===== config.mk =====
export PLATFORM = sky130hd
export DESIGN_NAME = epw_host
export DESIGN_NICKNAME = d
export VERILOG_FILES = /design/src/core/epw_pkg.sv /design/src/core/epw_host.sv
export SDC_FILE = /design/constraint.sdc
export NUM_CORES = 1
export LEC_CHECK = 0
export ABC_CLOCK_PERIOD_IN_PS = 2170
export BUFFER_PORTS_ARGS = -buffer_cell sky130_fd_sc_hd__buf_2
export CAP_MARGIN = 20
export CORE_MARGIN = 8
export CORE_UTILIZATION = 50
export CTS_CLUSTER_SIZE = 40
export DETAILED_ROUTE_END_ITERATION = 10
export GPL_TIMING_DRIVEN = 0
export PLACE_DENSITY = 0.75
export SYNTH_ARGS = -nofsm -noshare
export SYNTH_HDL_FRONTEND = slang
export SYNTH_SLANG_ARGS = --single-unit

===== constraint.sdc =====
create_clock -name mclk -period 2.17 [get_ports mclk]
set_input_delay 0.5425 -clock mclk [delete_from_list [all_inputs] [get_ports mclk]]
set_output_delay 0.5425 -clock mclk [all_outputs]
set_load 0.005 [all_outputs]

===== src/core/epw_pkg.sv =====
// What the device document says
// reads drive output gate and chip select low together
// read ends when select or output gate returns high
// device floats data lines while gate or select high; host drives only in writes
// write: select and strobe low while output gate high
// device latches address at later falling edge of select or strobe
// device latches data at earlier rising edge of select or strobe
// single byte write completes on device timing, about 3 ms
// device buffers up to 128 byte loads before programming
// host keeps page address bits 14..7 same through a page load
// after first load, one to 127 more bytes by same strobe sequence
// host gives next strobe fall within 100 us of previous
// device starts programming after 100 us without strobe fall
// during programming, bit 7 of last byte reads complemented
// after programming, bit 7 reads true data
// during programming, bit 6 toggles on each read
// toggling stops when done; normal access resumes
// every access needs chip select low; high means standby
// fifteen address bits select one of 32K bytes
// output gate low, strobe high or select high blocks writes
// protected mode: three-write unlock opens one page load
// programming time is a configurable count, array busy meanwhile
package epw_pkg;
    localparam int          CLK_MHZ      = 125;
    localparam int          ADDR_W       = 15;
    localparam int          DATA_W       = 8;
    localparam int          PAGE_LO      = 7;
    localparam int          PAGE_BYTES   = 128;
    localparam int          CNT_W        = 8;
    // strobe phase timings, ns
    localparam int          T_PHASE_NS   = 80;
    localparam int          T_PHASE_CYC  = (T_PHASE_NS * CLK_MHZ + 999) / 1000;
    // byte load window, us, with a half-window margin kept above it
    localparam int          T_LOAD_US    = 100;
    localparam int          T_LOAD_CYC   = (T_LOAD_US * CLK_MHZ) / 2;
    // wait after the last load: whole window plus margin, so polls see programming
    localparam int          T_START_CYC  = T_LOAD_US * CLK_MHZ + T_LOAD_CYC;
    // extra read cycles covering the data synchroniser
    localparam int          T_RD_EXTRA   = 3;
    localparam int          TMR_W        = 16;
    localparam int          POLL_BIT     = 7;
    localparam int          TOG_BIT      = 6;
    // unlock sequence
    localparam logic [14:0] UNL_A0       = 15'h5555;
    localparam logic [14:0] UNL_A1       = 15'h2AAA;
    localparam logic [7:0]  UNL_D0       = 8'hAA;
    localparam logic [7:0]  UNL_D1       = 8'h55;
    localparam logic [7:0]  UNL_D2       = 8'hA0;
    localparam logic [1:0]  UNL_LAST     = 2'h3;

    typedef enum logic [3:0] {
        ST_IDLE  = 4'b0000,
        ST_SETUP = 4'b0001,
        ST_STRB  = 4'b0011,
        ST_HOLD  = 4'b0010,
        ST_GAP   = 4'b0110,
        ST_POLL  = 4'b0111,
        ST_PREAD = 4'b0101,
        ST_RD    = 4'b0100,
        ST_RDONE = 4'b1100
    } epw_state_t;
endpackage : epw_pkg


===== src/core/epw_host.sv =====
`timescale 1ns/1ps
module epw_host (
    // clock and reset
    input  wire logic                            mclk,
    input  wire logic                            nrst,
    // user request
    input  wire logic                            req_read,
    input  wire logic                            req_write,
    input  wire logic                            req_protect,
    input  wire logic [epw_pkg::ADDR_W-1:0]      req_addr,
    input  wire logic [epw_pkg::CNT_W-1:0]       req_len,
    input  wire logic [epw_pkg::DATA_W-1:0]      wr_byte,
    output logic                                 wr_take,
    output logic                                 busy,
    output logic                                 rd_valid,
    output logic [epw_pkg::DATA_W-1:0]           rd_byte,
    output logic                                 done,
    // device pins
    output logic [epw_pkg::ADDR_W-1:0]           byte_address,
    output logic                                 sel_n,
    output logic                                 gate_n,
    output logic                                 strobe_n,
    input  wire logic [epw_pkg::DATA_W-1:0]      data_lines_i,
    output logic [epw_pkg::DATA_W-1:0]           data_lines_o,
    output logic                                 data_lines_oe
);
    epw_pkg::epw_state_t        st_q, st_d;
    logic [epw_pkg::TMR_W-1:0]  tmr_q, tmr_d;
    logic [epw_pkg::CNT_W-1:0]  left_q, left_d;
    logic [1:0]                 unl_q, unl_d;
    logic                       prot_q, prot_d;
    logic                       rd_q, rd_d;
    logic [epw_pkg::ADDR_W-1:0] a_q, a_d;
    logic [epw_pkg::ADDR_W-1:0] ua_q, ua_d;
    logic [epw_pkg::DATA_W-1:0] d_q, d_d;
    logic [epw_pkg::DATA_W-1:0] last_q, last_d;
    logic [epw_pkg::DATA_W-1:0] rb_q, rb_d;
    logic [epw_pkg::DATA_W-1:0] prev_q, prev_d;
    logic                       wt_q, wt_d;
    logic                       rv_q, rv_d;
    logic                       dn_q, dn_d;
    logic                       bz_q, bz_d;
    logic                       sn_q, sn_d;
    logic                       gn_q, gn_d;
    logic                       wn_q, wn_d;
    logic                       oe_q, oe_d;
    logic                       pf_q, pf_d;
    logic                       unl_on;
    logic [epw_pkg::DATA_W-1:0] s1_q, s2_q;
    logic [epw_pkg::TMR_W-1:0]  ph_cyc;
    logic [epw_pkg::TMR_W-1:0]  rd_cyc;
    logic [epw_pkg::TMR_W-1:0]  st_cyc;
    logic [epw_pkg::CNT_W-1:0]  pg_max;
    assign ph_cyc = epw_pkg::TMR_W'(epw_pkg::T_PHASE_CYC);
    assign rd_cyc = epw_pkg::TMR_W'(epw_pkg::T_PHASE_CYC + epw_pkg::T_RD_EXTRA);
    assign st_cyc = epw_pkg::TMR_W'(epw_pkg::T_START_CYC);
    assign pg_max = epw_pkg::CNT_W'(epw_pkg::PAGE_BYTES);
    // unlock prefix still to send
    assign unl_on = prot_q && (unl_q != epw_pkg::UNL_LAST);

    // bytes of the unlock prefix
    function automatic logic [epw_pkg::ADDR_W+epw_pkg::DATA_W-1:0] unl_word(input logic [1:0] i);
        case (i)
            2'h0:    unl_word = {epw_pkg::UNL_A0, epw_pkg::UNL_D0};
            2'h1:    unl_word = {epw_pkg::UNL_A1, epw_pkg::UNL_D1};
            default: unl_word = {epw_pkg::UNL_A0, epw_pkg::UNL_D2};
        endcase
    endfunction : unl_word

    always_comb begin
        st_d   = st_q;
        tmr_d  = tmr_q + 1'b1;
        left_d = left_q;
        unl_d  = unl_q;
        prot_d = prot_q;
        rd_d   = rd_q;
        a_d    = a_q;
        ua_d   = ua_q;
        d_d    = d_q;
        last_d = last_q;
        rb_d   = rb_q;
        prev_d = prev_q;
        wt_d   = 1'b0;
        rv_d   = 1'b0;
        dn_d   = 1'b0;
        bz_d   = bz_q;
        pf_d   = pf_q;
        sn_d   = sn_q;
        gn_d   = gn_q;
        wn_d   = wn_q;
        oe_d   = oe_q;
        case (st_q)
            epw_pkg::ST_IDLE: begin
                sn_d = 1'b1;
                gn_d = 1'b1;
                wn_d = 1'b1;
                oe_d = 1'b0;
                bz_d = 1'b0;
                if (req_write) begin
                    bz_d   = 1'b1;
                    prot_d = req_protect;
                    unl_d  = 2'h0;
                    rd_d   = 1'b0;
                    a_d    = req_addr;
                    ua_d   = req_addr;
                    left_d = (req_len == '0) ? 8'h01 : req_len;
                    if (req_len > pg_max) begin
                        left_d = pg_max;
                    end
                    st_d   = epw_pkg::ST_SETUP;
                    tmr_d  = '0;
                end else if (req_read) begin
                    bz_d   = 1'b1;
                    rd_d   = 1'b1;
                    a_d    = req_addr;
                    st_d   = epw_pkg::ST_RD;
                    tmr_d  = '0;
                end
            end
            epw_pkg::ST_SETUP: begin
                // address and data settle while gate stays high
                if (unl_on) begin
                    {a_d, d_d} = unl_word(unl_q);
                end else if (tmr_q == '0) begin
                    // one take per data byte, user address back on the pins
                    a_d    = ua_q;
                    d_d    = wr_byte;
                    last_d = wr_byte;
                    wt_d   = 1'b1;
                end
                gn_d = 1'b1;
                sn_d = 1'b0;
                oe_d = 1'b1;
                if (tmr_q >= ph_cyc) begin
                    wn_d  = 1'b0;
                    st_d  = epw_pkg::ST_STRB;
                    tmr_d = '0;
                end
            end
            epw_pkg::ST_STRB: begin
                if (tmr_q >= ph_cyc) begin
                    wn_d  = 1'b1;
                    st_d  = epw_pkg::ST_HOLD;
                    tmr_d = '0;
                end
            end
            epw_pkg::ST_HOLD: begin
                if (tmr_q >= ph_cyc) begin
                    sn_d  = 1'b1;
                    oe_d  = 1'b0;
                    st_d  = epw_pkg::ST_GAP;
                    tmr_d = '0;
                    if (unl_on) begin
                        unl_d = unl_q + 1'b1;
                    end else begin
                        left_d = left_q - 1'b1;
                        // low bits wrap, page bits stay
                        ua_d[epw_pkg::PAGE_LO-1:0] = ua_q[epw_pkg::PAGE_LO-1:0] + 1'b1;
                    end
                end
            end
            epw_pkg::ST_GAP: begin
                if (left_q != '0 || unl_on) begin
                    st_d  = epw_pkg::ST_SETUP;
                    tmr_d = '0;
                end else if (tmr_q >= st_cyc) begin
                    // past the load window, so programming has begun; pins hold last byte
                    st_d  = epw_pkg::ST_POLL;
                    tmr_d = '0;
                    pf_d  = 1'b0;
                end
            end
            epw_pkg::ST_POLL: begin
                sn_d = 1'b0;
                gn_d = 1'b0;
                wn_d = 1'b1;
                oe_d = 1'b0;
                if (tmr_q >= rd_cyc) begin
                    st_d  = epw_pkg::ST_PREAD;
                    tmr_d = '0;
                end
            end
            epw_pkg::ST_PREAD: begin
                sn_d = 1'b1;
                gn_d = 1'b1;
                if (tmr_q == '0) begin
                    prev_d = s2_q;
                    pf_d   = 1'b1;
                    if (pf_q && prev_q[epw_pkg::TOG_BIT] == s2_q[epw_pkg::TOG_BIT]
                        && s2_q[epw_pkg::POLL_BIT] == last_q[epw_pkg::POLL_BIT]) begin
                        st_d = epw_pkg::ST_RDONE;
                    end
                end else if (tmr_q >= ph_cyc) begin
                    st_d  = epw_pkg::ST_POLL;
                    tmr_d = '0;
                end
            end
            epw_pkg::ST_RD: begin
                sn_d = 1'b0;
                gn_d = 1'b0;
                wn_d = 1'b1;
                oe_d = 1'b0;
                if (tmr_q >= rd_cyc) begin
                    rb_d  = s2_q;
                    sn_d  = 1'b1;
                    gn_d  = 1'b1;
                    st_d  = epw_pkg::ST_RDONE;
                    tmr_d = '0;
                end
            end
            epw_pkg::ST_RDONE: begin
                sn_d = 1'b1;
                gn_d = 1'b1;
                if (tmr_q >= ph_cyc) begin
                    rv_d = rd_q;
                    dn_d = 1'b1;
                    bz_d = 1'b0;
                    st_d = epw_pkg::ST_IDLE;
                end
            end
            default: begin
                st_d = epw_pkg::ST_IDLE;
            end
        endcase
    end

    always_ff @(posedge mclk) begin
        if (!nrst) begin
            st_q   <= epw_pkg::ST_IDLE;
            tmr_q  <= '0;
            left_q <= '0;
            unl_q  <= '0;
            prot_q <= 1'b0;
            rd_q   <= 1'b0;
            a_q    <= '0;
            ua_q   <= '0;
            d_q    <= '0;
            last_q <= '0;
            rb_q   <= '0;
            prev_q <= '0;
            wt_q   <= 1'b0;
            rv_q   <= 1'b0;
            dn_q   <= 1'b0;
            bz_q   <= 1'b0;
            pf_q   <= 1'b0;
            sn_q   <= 1'b1;
            gn_q   <= 1'b1;
            wn_q   <= 1'b1;
            oe_q   <= 1'b0;
            s1_q   <= '0;
            s2_q   <= '0;
        end else begin
            st_q   <= st_d;
            tmr_q  <= tmr_d;
            left_q <= left_d;
            unl_q  <= unl_d;
            prot_q <= prot_d;
            rd_q   <= rd_d;
            a_q    <= a_d;
            ua_q   <= ua_d;
            d_q    <= d_d;
            last_q <= last_d;
            rb_q   <= rb_d;
            prev_q <= prev_d;
            wt_q   <= wt_d;
            rv_q   <= rv_d;
            dn_q   <= dn_d;
            bz_q   <= bz_d;
            pf_q   <= pf_d;
            sn_q   <= sn_d;
            gn_q   <= gn_d;
            wn_q   <= wn_d;
            oe_q   <= oe_d;
            s1_q   <= data_lines_i;
            s2_q   <= s1_q;
        end
    end

    assign wr_take       = wt_q;
    assign busy          = bz_q;
    assign rd_valid      = rv_q;
    assign rd_byte       = rb_q;
    assign done          = dn_q;
    assign byte_address  = a_q;
    assign sel_n         = sn_q;
    assign gate_n        = gn_q;
    assign strobe_n      = wn_q;
    assign data_lines_o  = d_q;
    assign data_lines_oe = oe_q;
endmodule : epw_host


==> qor.yml <==
pwr:
  powerDensity_nw_per_um2: 1064
  p_leak_nw: 2.525
  total_power_mw: 6.561
  vdd_drop_max_mv: 0.3940
logic_synthesis:
  yosysUniqueCellTypes: 66
  synth_seq_cells: 105
  synth_commonest_cells: "dfxtp_1, nand2_1, nor2_1"
  synth_async_sr_flop_share_pct: 0
  synth_xor_area_share_pct: 2.890
  synth.mux.area_fraction_pct: 2.915
  netlist.area_leader.share_pct: 40.81
  yosysMostFrequentCell: "dfxtp_1"
  netlist_area_sq_um: 5151
  synth-main-ff-cell: "dfxtp_1"
  synth_edf_count: 0
  synth_top_family_by_area: "simple AND/OR/NAND/NOR gates"
  synthAdderAreaFrac_pct: 2.915
  synth-compound-area-share_pct: 19.26
  synth_cells: 605
  synth_largest_area_cell: "dfxtp_1"
  synth.yosys.seq_area_share_pct: 40.81
  synth-simple-area-share_pct: 26.18
  synth_area_leaders: "dfxtp_1, nand2_1, a21oi_1"
  syn_nets: 661
  synth-warning-count: 0
  syn_avg_cell_area_sq_um: 8.514
clocking:
  clk_path_buf_depth: 2
  clock_latency_ns: 0.38
  clkTransAtPathRegs_ns: 0.10
  holdBufCountCts: 0
  clock_sinks: 105
  cts_buffers: 9
  cts.htree.levels: 3
  ctsRootBufferMaster: "clkbuf_8"
  cts_tree: "built"
global_route:
  grt.overflow.total: 0
  grt_use_total_pct: 19.46
  antenna_found_initial: 0
  grt_max_degree: 19
  grt_pass1_wl_um: 22540
  grt_pass1_vias: 4645
timing:
  clock_skew_ns: 0.01236
  worst_slew_pin_slew_ns: 0.6488
  period_share_pct: 95.44
  maxSlewHeadroom_pct: 56.75
  finalSetupTns_ns: 0
  hold_violations: 0
  setup_ws_ns: 0.09905
  rsz0062_at_grt: "false"
  period_minus_slack_ns: 2.071
  setup_violations: 0
  max_freq_ghz: 0.4829
  final-max-slew-violation-count: 0
floorplanning:
  ioPinCount: 83
  floorplan.initialDensity_pct: 50.58
  fp.dieW_um: 117.5
  fp.dieH_um: 117.5
  die-area_sq_um: 13810
  rows: 37
  core_area_sq_um: 10180
setup_path:
  endpoint: "left_q[6]"
  start_kind: "flip-flop"
  timing.rr.end: "left_q[6]"
  r2r_start: "tmr_q[12]"
  critPathCaptureType: "flip-flop"
  reg2reg_depth: 7
  critPathRequiredTime_ns: 2.41
  crit_fanout: 10
  regToRegSetupSlack_ns: 0.1
  worstPathArrival_ns: 2.31
  crit_type: "reg -> reg"
  setup.worst_path.start: "tmr_q[12]"
routing:
  dr.pass1.iters: 7
  drt-total-wl_um: 13760
  viasPerCell: 5.596
  ant_nets: 0
  drt-initial-drc-count: 434
  drc: 0
  vias: 4796
  wl_per_cell_um: 16.06
min_path:
  worstHoldPathType: "in -> reg"
place:
  gp_congestion: 0.9500
  post-dp-hpwl_um: 9961
  dp.cells: 823
  place_ws_ns: -0.4033
  portBuffers: 82
cells_and_area:
  num_antenna_cells: 0
  drive_gt1_share_pct: 24.83
  fin_util_pct: 60.52
  nets: 772
  finalNonFillerCells: 857
  areaGrowthSynthToFinish_pct: 19.65
job:
  drv_cap: 0
outcome:
  status: "finished, final reports clean"
-- critical path, stage by stage (launching register included) --
cell	delay (ns)
dfxtp_1	0.37
nor4_4	0.33
nand4b_1	0.22
buf_2	0.27
o211ai_4	0.24
and2_4	0.21
buf_4	0.19
a211oi_1	0.09
-- cell families (layout without fill, tap and decap cells) --
| kind of cell | after synthesis | after routing |
|---|---|---|
| simple gates | 254 | 254 |
| compound gates | 146 | 146 |
| flops | 105 | 105 |
| buf+inv | 56 | 172 |
| xor+xnor | 17 | 17 |
| mux | 15 | 15 |
| fa+ha+maj | 12 | 12 |
-- layout make-up --
class | instances | area (sq um)
fill | 909 | 4021
timing repair buffer | 100 | 558.0
clock buffer | 10 | 127.6
multi-input combinational | 444 | 2870
buffer | 41 | 215.2
clock inverter | 6 | 52.55
sequential | 105 | 2113
inverter | 15 | 56.30
tap | 136 | 170.2
-- sequential cells by signal, summed over array words and instances (netlist names), 2 cells and up --
name          cells
rd_byte           8
data_lines_o      8
s2_q              8
s1_q              8
tmr_q            16
st_q              4
ua_q             15
byte_address     15
unl_q             2
left_q            8
-- metrics by stage --
stage	area, sq um	hold slack [ns]
final	6163	0.3607
after global routing	6163	0.3441
after CTS	6025	0.3539
after detailed placement	5732	0.4193
after global placement	5732	0.4155
after floorplan	5151	0.4119
-- cells in the final DEF, fill, tap and decap left out, drive strengths merged, types with 11 or more instances in the layout --
cell,instances
mux2i,15
clkbuf,30
a31oi,20
buf,121
o21ai,31
nor3,11
ha,12
inv,17
nand2,79
and2,20
nor2,62
nand3,29
a21oi,43
dfxtp,105
xor2,12
a211oi,11
-- where the power goes --
group	total (mW)	internal [mW]	switching, mW
combinational	2.84	1.21	1.62
clock	1.16	0.437	0.723
sequential	2.57	2.31	0.254
total	6.56	3.96	2.60
-- worst min-delay path by stage --
stage / from / to / depth (start not counted)
final: data_lines_i[1] / s1_q[1] / 2
after global routing: data_lines_i[0] / s1_q[0] / 2
after CTS: data_lines_i[1] / s1_q[1] / 2
after detailed placement: s1_q[6] / s2_q[6] / 1
after global placement: s1_q[7] / s2_q[7] / 1
after floorplan: s1_q[0] / s2_q[0] / 1
-- routing by layer --
metal	vias up	global-route usage (%)	wire, um
met1	2227	24.53	6020
met3	14	4.796	983
met4	0	6.245	146
met2	194	31.94	6613
li1	2361	-	-
met5	-	0	0
-- repair_timing --
item,CTS,global route
setup endpoints to repair,45,52
resized for setup,9,16
gates cloned,0,0
pin swaps,5,8
buffers inserted,8,10
No activity file was read; power rests on OpenSTA's default activity.
